$ cat src/verilog/cso_pkg.sv
// Constants and types shared by the stack and special-operation core
package cso_pkg;

    // ------------------------------------------------------------
    // Command codes; codes above OP_LAST are unimplemented
    // ------------------------------------------------------------
    typedef enum logic [3:0] {
        OP_NOP = 4'h0,
        OP_PUSH = 4'h1,
        OP_PULL = 4'h2,
        OP_CALL = 4'h3,
        OP_RET = 4'h4,
        OP_TRAP = 4'h5,
        OP_PRE = 4'h6,
        OP_POST = 4'h7,
        OP_LOW_POWER_HALT = 4'h8,
        OP_TABLE_INTERPOLATE = 4'h9,
        OP_READ = 4'hA
    } cso_op_e;
    localparam logic [3:0] OP_LAST = 4'hA;

    // ------------------------------------------------------------
    // Sequencer states
    // ------------------------------------------------------------
    typedef enum logic [2:0] {
        ST_IDLE = 3'h0,
        ST_MEM1 = 3'h1,
        ST_MEM2 = 3'h2,
        ST_CALC = 3'h3,
        ST_STOP = 3'h4
    } cso_state_e;

    // ------------------------------------------------------------
    // Operand sizes, status fields, register file layout
    // ------------------------------------------------------------
    localparam logic [1:0] SZ_B = 2'h0;
    localparam logic [1:0] SZ_W = 2'h1;
    localparam logic [1:0] SZ_L = 2'h2;
    localparam int SR_S_BIT = 13;
    localparam int SR_MASK_LO = 8;
    localparam logic [15:0] SR_RST = 16'h2700;
    localparam logic [2:0] REG_STACK_PTR = 3'h7;
    localparam logic [3:0] IDX_USER_PTR = 4'h7;
    localparam logic [3:0] IDX_SUPERVISOR_PTR = 4'h8;
    localparam int AREG_NUM = 9;
    localparam logic [31:0] AREG_RST = 32'h0000_0000;
    localparam logic [31:0] STEP_B = 32'h0000_0001;
    localparam logic [31:0] STEP_W = 32'h0000_0002;
    localparam logic [31:0] STEP_L = 32'h0000_0004;
    localparam logic [33:0] ROUND_HALF = 34'h0_0000_0080;
    localparam int FRAC_W = 8;

endpackage
$ cat src/verilog/cso_core.sv
// Banked stack pointer, address modes, low-power halt, table interpolate, trap sequencer
// Function
// - register seven is the active bank's stack pointer
// - inactive bank pointer is never reachable
// - stack grows downward; predecrement pushes, postincrement pulls
// - calls push return address; returns pull it
// - traps stack address and status on supervisor stack
// - stack bytes sit in word high half
// - predecrement before use, postincrement after use
// - low-power halt until qualifying interrupt or reset
// - interpolate linearly between two fetched table entries
// - round to nearest unless unrounded fraction requested for byte or word entries; long entries always rounded
// - unimplemented command codes take a trap
// - halt loads status in supervisor; traps in user
`timescale 1ns/100ps
module cso_core (
    // Clock and reset
    input wire logic clock,
    input wire logic resetn,
    // Command from the instruction stream
    input wire logic cmd_valid,
    output logic cmd_ready,
    input wire logic [3:0] cmd_op,
    input wire logic [1:0] cmd_size,
    input wire logic [2:0] cmd_reg,
    input wire logic [31:0] cmd_data,
    input wire logic [31:0] cmd_pc,
    input wire logic [15:0] cmd_imm,
    input wire logic cmd_round_off,
    // Answer
    output logic done,
    output logic trap_taken,
    output logic [31:0] result,
    output logic [7:0] result_frac,
    // Processor state
    output logic [15:0] status,
    output logic low_power,
    input wire logic [2:0] irq_level,
    // Memory port
    output logic mem_req,
    output logic mem_we,
    output logic [31:0] mem_addr,
    output logic [31:0] mem_wdata,
    output logic [1:0] mem_size,
    input wire logic mem_ack,
    input wire logic [31:0] mem_rdata
);

    // ------------------------------------------------------------
    // Reset release and interrupt level input
    // ------------------------------------------------------------
    logic [1:0] rst_sync_r;
    logic rst_n;
    logic [2:0] irq_s1_r, irq_s2_r, irq_s3_r, irq_lvl_r;
    always_ff @(posedge clock or negedge resetn) begin
        if (!resetn) rst_sync_r <= 2'h0;
        else rst_sync_r <= {rst_sync_r[0], 1'b1};
    end
    assign rst_n = rst_sync_r[1];

    always_ff @(posedge clock or negedge rst_n) begin
        if (!rst_n) begin
            irq_s1_r <= 3'h0;
            irq_s2_r <= 3'h0;
            irq_s3_r <= 3'h0;
            irq_lvl_r <= 3'h0;
        end else begin
            irq_s1_r <= irq_level;
            irq_s2_r <= irq_s1_r;
            irq_s3_r <= irq_s2_r;
            if (irq_s2_r == irq_s3_r) irq_lvl_r <= irq_s3_r;
        end
    end

    // ------------------------------------------------------------
    // State and decode
    // ------------------------------------------------------------
    cso_pkg::cso_state_e st_r, st_nxt;
    cso_pkg::cso_op_e op_r, op_nxt, op_eff;
    logic [31:0] an_r [0:cso_pkg::AREG_NUM-1];
    logic [15:0] sr_r, sr_nxt;
    logic sup, unimpl, stop_user, accept, wake, stack_op, call_ret, byte_hi;
    logic [2:0] ptr_reg;
    logic [3:0] act_idx;
    logic [1:0] sz_eff;
    logic [31:0] ptr, step, dec_ptr, inc_ptr, push_data, sup_dec4, sup_dec2;
    logic [31:0] ent_step, ent_a0, ent_a1, ent_a1_r, ent_a1_nxt, y0_r, y0_nxt, y_rd;
    logic [7:0] frac_r, frac_nxt;
    logic [1:0] tsz_r, tsz_nxt;
    logic rnd_off_r, rnd_off_nxt;

    assign sup = sr_r[cso_pkg::SR_S_BIT];
    assign unimpl = cmd_op > cso_pkg::OP_LAST;
    assign stop_user = (cmd_op == cso_pkg::OP_LOW_POWER_HALT) && !sup;
    assign op_eff = (unimpl || stop_user) ? cso_pkg::OP_TRAP : cso_pkg::cso_op_e'(cmd_op);
    assign accept = (st_r == cso_pkg::ST_IDLE) && cmd_valid;
    assign cmd_ready = (st_r == cso_pkg::ST_IDLE);
    assign stack_op = op_eff inside {cso_pkg::OP_PUSH, cso_pkg::OP_PULL,
                                     cso_pkg::OP_CALL, cso_pkg::OP_RET};
    assign call_ret = op_eff inside {cso_pkg::OP_CALL, cso_pkg::OP_RET};
    assign ptr_reg = stack_op ? cso_pkg::REG_STACK_PTR : cmd_reg;
    // Index seven selects the bank chosen by the supervisor bit
    assign act_idx = (ptr_reg != cso_pkg::REG_STACK_PTR) ? {1'b0, ptr_reg} :
                     sup ? cso_pkg::IDX_SUPERVISOR_PTR : cso_pkg::IDX_USER_PTR;
    assign ptr = an_r[act_idx];
    assign sz_eff = call_ret ? cso_pkg::SZ_L : cmd_size;
    assign step = (sz_eff == cso_pkg::SZ_L) ? cso_pkg::STEP_L :
                  (sz_eff == cso_pkg::SZ_W) ? cso_pkg::STEP_W :
                  (ptr_reg == cso_pkg::REG_STACK_PTR) ? cso_pkg::STEP_W : cso_pkg::STEP_B;
    assign dec_ptr = ptr - step;
    assign inc_ptr = ptr + step;
    assign byte_hi = (ptr_reg == cso_pkg::REG_STACK_PTR) && (sz_eff == cso_pkg::SZ_B);
    assign push_data = (op_eff == cso_pkg::OP_CALL) ? cmd_pc :
                       byte_hi ? {16'h0000, cmd_data[7:0], 8'h00} : cmd_data;
    assign sup_dec4 = an_r[cso_pkg::IDX_SUPERVISOR_PTR] - cso_pkg::STEP_L;
    assign sup_dec2 = an_r[cso_pkg::IDX_SUPERVISOR_PTR] - cso_pkg::STEP_W;
    assign ent_step = (cmd_size == cso_pkg::SZ_L) ? cso_pkg::STEP_L :
                      (cmd_size == cso_pkg::SZ_W) ? cso_pkg::STEP_W : cso_pkg::STEP_B;
    assign ent_a0 = cmd_data + 32'(ent_step * {24'h000000, cmd_imm[15:8]});
    assign ent_a1 = ent_a0 + ent_step;
    assign y_rd = (tsz_r == cso_pkg::SZ_L) ? mem_rdata :
                  (tsz_r == cso_pkg::SZ_W) ? {{16{mem_rdata[15]}}, mem_rdata[15:0]}
                                           : {{24{mem_rdata[7]}}, mem_rdata[7:0]};
    assign wake = (irq_lvl_r != 3'h0) &&
                  (irq_lvl_r >= sr_r[cso_pkg::SR_MASK_LO +: 3]);

    // ------------------------------------------------------------
    // Address register file
    // ------------------------------------------------------------
    logic wr_en;
    logic [3:0] wr_idx;
    logic [31:0] wr_val;
    for (genvar i = 0; i < cso_pkg::AREG_NUM; i++) begin : g_areg
        always_ff @(posedge clock or negedge rst_n) begin
            if (!rst_n) an_r[i] <= cso_pkg::AREG_RST;
            else if (wr_en && wr_idx == 4'(i)) an_r[i] <= wr_val;
        end
    end

    // ------------------------------------------------------------
    // Interpolator
    // ------------------------------------------------------------
    logic ip_start, ip_done;
    logic [31:0] ip_result;
    logic [7:0] ip_frac;
    cso_interp cso_interp_i (
        .clock(clock),
        .rst_n(rst_n),
        .start(ip_start),
        .y0(y0_r),
        .y1(y_rd),
        .frac(frac_r),
        .size(tsz_r),
        .round_off(rnd_off_r),
        .done(ip_done),
        .result(ip_result),
        .frac_out(ip_frac)
    );

    // ------------------------------------------------------------
    // Sequencer
    // ------------------------------------------------------------
    logic req_nxt, we_nxt, done_nxt, trap_nxt;
    logic [31:0] addr_nxt, wdata_nxt, res_nxt;
    logic [1:0] size_nxt;
    logic [7:0] rfrac_nxt;
    always_comb begin
        st_nxt = st_r;
        op_nxt = op_r;
        sr_nxt = sr_r;
        req_nxt = mem_req;
        we_nxt = mem_we;
        addr_nxt = mem_addr;
        wdata_nxt = mem_wdata;
        size_nxt = mem_size;
        done_nxt = 1'b0;
        trap_nxt = 1'b0;
        res_nxt = result;
        rfrac_nxt = result_frac;
        y0_nxt = y0_r;
        ent_a1_nxt = ent_a1_r;
        frac_nxt = frac_r;
        tsz_nxt = tsz_r;
        rnd_off_nxt = rnd_off_r;
        ip_start = 1'b0;
        wr_en = 1'b0;
        wr_idx = act_idx;
        wr_val = dec_ptr;
        case (st_r)
            cso_pkg::ST_IDLE: begin
                if (cmd_valid) begin
                    op_nxt = op_eff;
                    size_nxt = sz_eff;
                    case (op_eff)
                        cso_pkg::OP_PUSH, cso_pkg::OP_CALL: begin
                            wr_en = 1'b1;
                            {req_nxt, we_nxt, addr_nxt, wdata_nxt} = {2'h3, dec_ptr, push_data};
                            st_nxt = cso_pkg::ST_MEM1;
                        end
                        cso_pkg::OP_PULL, cso_pkg::OP_RET: begin
                            wr_en = 1'b1;
                            wr_val = inc_ptr;
                            {req_nxt, we_nxt, addr_nxt} = {2'h2, ptr};
                            st_nxt = cso_pkg::ST_MEM1;
                        end
                        cso_pkg::OP_PRE: begin
                            wr_en = 1'b1;
                            res_nxt = dec_ptr;
                            done_nxt = 1'b1;
                        end
                        cso_pkg::OP_POST: begin
                            wr_en = 1'b1;
                            wr_val = inc_ptr;
                            res_nxt = ptr;
                            done_nxt = 1'b1;
                        end
                        cso_pkg::OP_READ, cso_pkg::OP_NOP: begin
                            res_nxt = ptr;
                            done_nxt = 1'b1;
                        end
                        cso_pkg::OP_LOW_POWER_HALT: begin
                            sr_nxt = cmd_imm;
                            st_nxt = cso_pkg::ST_STOP;
                        end
                        cso_pkg::OP_TABLE_INTERPOLATE: begin
                            {req_nxt, we_nxt, addr_nxt} = {2'h2, ent_a0};
                            ent_a1_nxt = ent_a1;
                            frac_nxt = cmd_imm[7:0];
                            tsz_nxt = cmd_size;
                            rnd_off_nxt = cmd_round_off;
                            st_nxt = cso_pkg::ST_MEM1;
                        end
                        default: begin
                            wr_en = 1'b1;
                            wr_idx = cso_pkg::IDX_SUPERVISOR_PTR;
                            wr_val = sup_dec4;
                            {req_nxt, we_nxt, addr_nxt, wdata_nxt} = {2'h3, sup_dec4, cmd_pc};
                            size_nxt = cso_pkg::SZ_L;
                            st_nxt = cso_pkg::ST_MEM1;
                        end
                    endcase
                end
            end
            cso_pkg::ST_MEM1: begin
                if (mem_ack) begin
                    req_nxt = 1'b0;
                    st_nxt = cso_pkg::ST_IDLE;
                    done_nxt = 1'b1;
                    if (op_r == cso_pkg::OP_TRAP) begin
                        wr_en = 1'b1;
                        wr_idx = cso_pkg::IDX_SUPERVISOR_PTR;
                        wr_val = sup_dec2;
                        {req_nxt, we_nxt, addr_nxt, wdata_nxt} = {2'h3, sup_dec2, 16'h0000, sr_r};
                        size_nxt = cso_pkg::SZ_W;
                        done_nxt = 1'b0;
                        st_nxt = cso_pkg::ST_MEM2;
                    end else if (op_r == cso_pkg::OP_TABLE_INTERPOLATE) begin
                        y0_nxt = y_rd;
                        {req_nxt, addr_nxt} = {1'b1, ent_a1_r};
                        done_nxt = 1'b0;
                        st_nxt = cso_pkg::ST_MEM2;
                    end else if (op_r == cso_pkg::OP_PULL && mem_size == cso_pkg::SZ_B) begin
                        res_nxt = {24'h000000, mem_rdata[15:8]};
                    end else if (!mem_we) begin
                        res_nxt = mem_rdata;
                    end
                end
            end
            cso_pkg::ST_MEM2: begin
                if (mem_ack) begin
                    req_nxt = 1'b0;
                    if (op_r == cso_pkg::OP_TRAP) begin
                        sr_nxt[cso_pkg::SR_S_BIT] = 1'b1;
                        trap_nxt = 1'b1;
                        done_nxt = 1'b1;
                        st_nxt = cso_pkg::ST_IDLE;
                    end else begin
                        ip_start = 1'b1;
                        st_nxt = cso_pkg::ST_CALC;
                    end
                end
            end
            cso_pkg::ST_CALC: begin
                if (ip_done) begin
                    res_nxt = ip_result;
                    rfrac_nxt = ip_frac;
                    done_nxt = 1'b1;
                    st_nxt = cso_pkg::ST_IDLE;
                end
            end
            cso_pkg::ST_STOP: begin
                if (wake) begin
                    done_nxt = 1'b1;
                    st_nxt = cso_pkg::ST_IDLE;
                end
            end
            default: st_nxt = cso_pkg::ST_IDLE;
        endcase
    end

    always_ff @(posedge clock or negedge rst_n) begin
        if (!rst_n) begin
            st_r <= cso_pkg::ST_IDLE;
            op_r <= cso_pkg::OP_NOP;
            sr_r <= cso_pkg::SR_RST;
            {mem_req, mem_we, mem_size, done, trap_taken} <= 6'h00;
            {mem_addr, mem_wdata, result, y0_r, ent_a1_r} <= 160'h0;
            {result_frac, frac_r, tsz_r, rnd_off_r} <= 19'h00000;
        end else begin
            st_r <= st_nxt;
            op_r <= op_nxt;
            sr_r <= sr_nxt;
            {mem_req, mem_we, mem_size, done, trap_taken} <=
                {req_nxt, we_nxt, size_nxt, done_nxt, trap_nxt};
            {mem_addr, mem_wdata, result, y0_r, ent_a1_r} <=
                {addr_nxt, wdata_nxt, res_nxt, y0_nxt, ent_a1_nxt};
            {result_frac, frac_r, tsz_r, rnd_off_r} <= {rfrac_nxt, frac_nxt, tsz_nxt, rnd_off_nxt};
        end
    end

    assign status = sr_r;
    assign low_power = (st_r == cso_pkg::ST_STOP);
endmodule

$ cat src/verilog/cso_interp.sv
// Linear interpolation datapath between two table entries
`timescale 1ns/100ps
module cso_interp (
    // Clock and reset
    input wire logic clock,
    input wire logic rst_n,
    // Request
    input wire logic start,
    input wire logic [31:0] y0,
    input wire logic [31:0] y1,
    input wire logic [7:0] frac,
    input wire logic [1:0] size,
    input wire logic round_off,
    // Answer
    output logic done,
    output logic [31:0] result,
    output logic [7:0] frac_out
);

    // ------------------------------------------------------------
    // Arithmetic: y0 + (y1 - y0) * frac / 256
    // ------------------------------------------------------------
    logic signed [32:0] diff;
    logic signed [41:0] prod;
    logic signed [41:0] prod_rnd;
    logic signed [33:0] step_q;
    logic keep_frac;
    assign diff = $signed({y1[31], y1}) - $signed({y0[31], y0});
    assign prod = 42'(diff) * 42'($signed({1'b0, frac}));
    // Long results are always rounded
    assign keep_frac = round_off && (size != cso_pkg::SZ_L);
    assign prod_rnd = keep_frac ? prod : prod + 42'(cso_pkg::ROUND_HALF);
    assign step_q = 34'(prod_rnd >>> cso_pkg::FRAC_W);

    always_ff @(posedge clock or negedge rst_n) begin
        if (!rst_n) begin
            done <= 1'b0;
            result <= 32'h0000_0000;
            frac_out <= 8'h00;
        end else begin
            done <= start;
            if (start) begin
                result <= y0 + step_q[31:0];
                frac_out <= keep_frac ? prod[7:0] : 8'h00;
            end
        end
    end
endmodule

$ cat config.mk
export PLATFORM = sky130hd
export DESIGN_NAME = cso_core
export DESIGN_NICKNAME = d
export VERILOG_FILES = /design/src/verilog/cso_pkg.sv /design/src/verilog/cso_core.sv /design/src/verilog/cso_interp.sv
export SDC_FILE = /design/constraint.sdc
export NUM_CORES = 2
export LEC_CHECK = 0
export BUFFER_PORTS_ARGS = -buffer_cell sky130_fd_sc_hd__clkbuf_2
export CAP_MARGIN = 15
export CORE_ASPECT_RATIO = 0.5
export CORE_MARGIN = 2
export CORE_UTILIZATION = 35
export DETAILED_ROUTE_END_ITERATION = 8
export PLACE_DENSITY = 0.5
export SLEW_MARGIN = 20
export SYNTH_ARGS = -nofsm -noshare
export SYNTH_HDL_FRONTEND = slang
export SYNTH_SLANG_ARGS = --single-unit
$ cat constraint.sdc
create_clock -name clock -period 19.6 [get_ports clock]
set_input_delay 1.96 -clock clock [delete_from_list [all_inputs] [get_ports clock]]
set_output_delay 1.96 -clock clock [all_outputs]
set_load 0.05 [all_outputs]
==> impl_metrics.yaml <==
logic_synthesis:
  ys_warn_count: 0
  synth_xor_area_share_pct: 6.44
  syn_nets: 5512
  synthFlopType: "dfrtp_1"
  syn_area_um2: 44100
  synthMuxAreaShare_pct: 7.59
  seq_area_frac_synth_pct: 31.2
  avgSynthCellArea_um2: 8.85
  yosys.area.top_type: "dfrtp_1"
  async_flop_share_pct: 100
  synth_cell_types: 102
  synthTopCellsByArea: "dfrtp_1, fa_1, mux2_2"
  synth_compound_area_share_pct: 17.8
  syn_inst: 4989
  yosys.cell_count.top_type: "nand2_1"
  synth_seq_cells: 551
  synth_edf_count: 0
  synth_top_family_by_area: "compound AO/OA/AOI/OAI gates"
  synth_top_area_share_pct: 31.0
  synthSimpleGateAreaFrac_pct: 16.3
  synthTopCellsByCount: "nand2_1, dfrtp_1, nor2_1, a21oi_1, inv_1"
  yosys.area_share.adder_pct: 14.9
sta:
  worstMarginPinSlew_ns: 1.20
  finalMaxSlewViolations: 0
  setup_tns_ns: 0
  setup_viol_count_final: 0
  fin_crit_sh_pct: 64.0
  period_minus_slack_ns: 12.54
  relSlewSlack_pct: 19.9
  hold_viol: 0
  finClkSkew_ns: 0.0296
  rsz0062_at_grt: "false"
  max_freq_mhz: 79.7
global_routing:
  grt_antenna_before_repair: 5
  grt_max_degree: 180
  grt_pass1_wl_mm: 245
  grtUsageTotal_pct: 24.8
  gr-total-overflow: 0
  grt_pass1_vias: 38000
critical_path:
  worstSetupEndpointType: "flop"
  worstPathArrival_ns: 13.13
  cp.required_ns: 20.19
  cp_max_fo: 8
  reg2reg_depth: 41
  crit_buf_inv: 4
  r2r_end: "cso_interp_i.result[31]"
  crit_path_top_delay_cell: "xor2_1"
  worstSetupStartpointType: "primary input"
  r2r-start: "tsz_r[1]"
  cp.depth: 43
  max_stage_delay_ns: 0.68
  reg2reg_slack_ns: 7.80
  path_class: "primary input to flop"
  path_delay_family: "compound AO/OA/AOI/OAI gates"
  critPathMostFrequentCell: "fa_1"
drt:
  drt-initial-drc-count: 3527
  wl_per_cell_um: 23.9
  vias_per_cell: 5.56
  wirelength_mm: 164
  ant_nets: 0
  drc_errors: 0
  drt_pass1_iterations: 8
  via_count: 38100
placement:
  place.gp.congestion: 0.967
  numPortBuffers: 256
  dp_hpwl_mm: 123
floorplan:
  die_h_um: 255
  rows: 92
  ios: 257
  start_util_pct: 35.1
  core_area_um2: 126000
  dieArea_um2: 129000
  die_w_um: 506
cts:
  postCtsSetupBuffers: 0
  insertion_delay_ns: 0.67
  cts_resized: 0
  holdBufCountCts: 0
  htreeDepth: 2
  clock_path_buffers: 3
  cts_root_buffer: "clkbuf_16"
  cts_tree: "done"
  path_clk_slew_ns: 0.06
  cts.sinks: 551
  numCtsBuffers: 60
min_path:
  hold_start: "irq_s1_r[0]"
  hold-path-endpoint: "irq_s2_r[0]"
  hp-class: "flop to flop"
  hold_depth: 0
cells_and_area:
  multi_input_comb_area_um2: 28000
  fillCellCount: 12600
  area_delta_synth_final_pct: 12.0
  nets: 5646
  diodes: 0
  seq_area_um2: 13800
  drive_gt1_share_pct: 15.0
flow_run:
  cap_violations: 0
run_status:
  status: "complete, no violations"
==> worst max-delay path by stage <==
stage / from / to
6_report: mem_rdata[0] / cso_interp_i.result[31]
5_1_grt: mem_rdata[0] / cso_interp_i.result[31]
4_1_cts: mem_rdata[0] / cso_interp_i.result[31]
3_5_place_dp: mem_rdata[0] / cso_interp_i.result[31]
3_3_place_gp: mem_rdata[0] / cso_interp_i.result[31]
2_1_floorplan: rst_sync_r[1] / an_r[0]
==> worst register-to-register path: cells and delay by family, from the launching register on <==
kind / cells / cell delay [ns]
compound gates: 16 / 4.13
buf+inv: 2 / 0.09
fa+ha+maj: 7 / 3.02
xor+xnor: 7 / 2.22
flops: 1 / 0.44
simple gates: 9 / 1.83
==> placed cells by master, fill, tap and decap left out, types with 47 or more instances in the layout <==
master and n:
xor2_1 119, o21ai_0 283, a21oi_1 376, and2_1 163, clkbuf_2 255, nand2_1 558
nor2_1 409, dfrtp_1 543, xnor2_1 202, nand3_1 88, mux2i_1 59, fa_1 219
nor3_1 67, mux2_2 235, a21o_1 47, ha_1 175, clkbuf_16 60, o221ai_1 50
buf_4 99, inv_1 364
==> cell type report <==
class,count,share of cell area [%]
Inverter,366,2.78
Multi-Input combinational cell,3786,56.7
Timing Repair Buffer,358,4.21
Clock inverter,22,0.691
Clock buffer,86,3.46
Tap cell,1692,4.28
Sequential cell,551,27.9
==> registers in the layout, summed over array words and instances (netlist names), 4 cells and up <==
| signal | count |
|---|---|
| an_r | 288 |
| cso_interp_i.frac_out | 8 |
| cso_interp_i.result | 32 |
| ent_a1_r | 32 |
| frac_r | 8 |
| mem_addr | 32 |
| mem_wdata | 32 |
| op_r | 4 |
| result | 32 |
| result_frac | 8 |
| status | 16 |
| y0_r | 32 |
==> cells by family (layout without fill, tap and decap cells) <==
group / count (synthesis) / in the layout
simple gates: 1549 / 1549
compound gates: 1219 / 1219
buf+inv: 652 / 832
flops: 551 / 551
fa+ha+maj: 395 / 395
xor+xnor: 323 / 323
mux: 299 / 299
other cells: 1 / 1
==> metrics by stage <==
step	std cells	util, %	cell area [um2]	hold WS [ns]	setup slack, ns
after floorplan	4989	-	44100	0.331	3.11
after global placement	6752	37.7	47300	0.335	6.79
after detailed placement	6752	37.7	47300	0.336	6.54
after CTS	6860	39.3	49400	0.350	7.20
after global routing	6861	39.4	49400	0.354	6.25
final	6861	39.4	49400	0.348	7.06
==> routing by layer <==
metal  track usage [%]  vias up  part of all wire, %
li1                  -    17500                    -
met1              34.4    19100                   45
met2              40.0     1195                   46
met3              3.16      278                  5.7
met4              8.28        6                  3.6
met5                 0        -                0.021
Power is not shown: default switching activity piles up to over one toggle a cycle in this logic, so the estimate is an artifact.
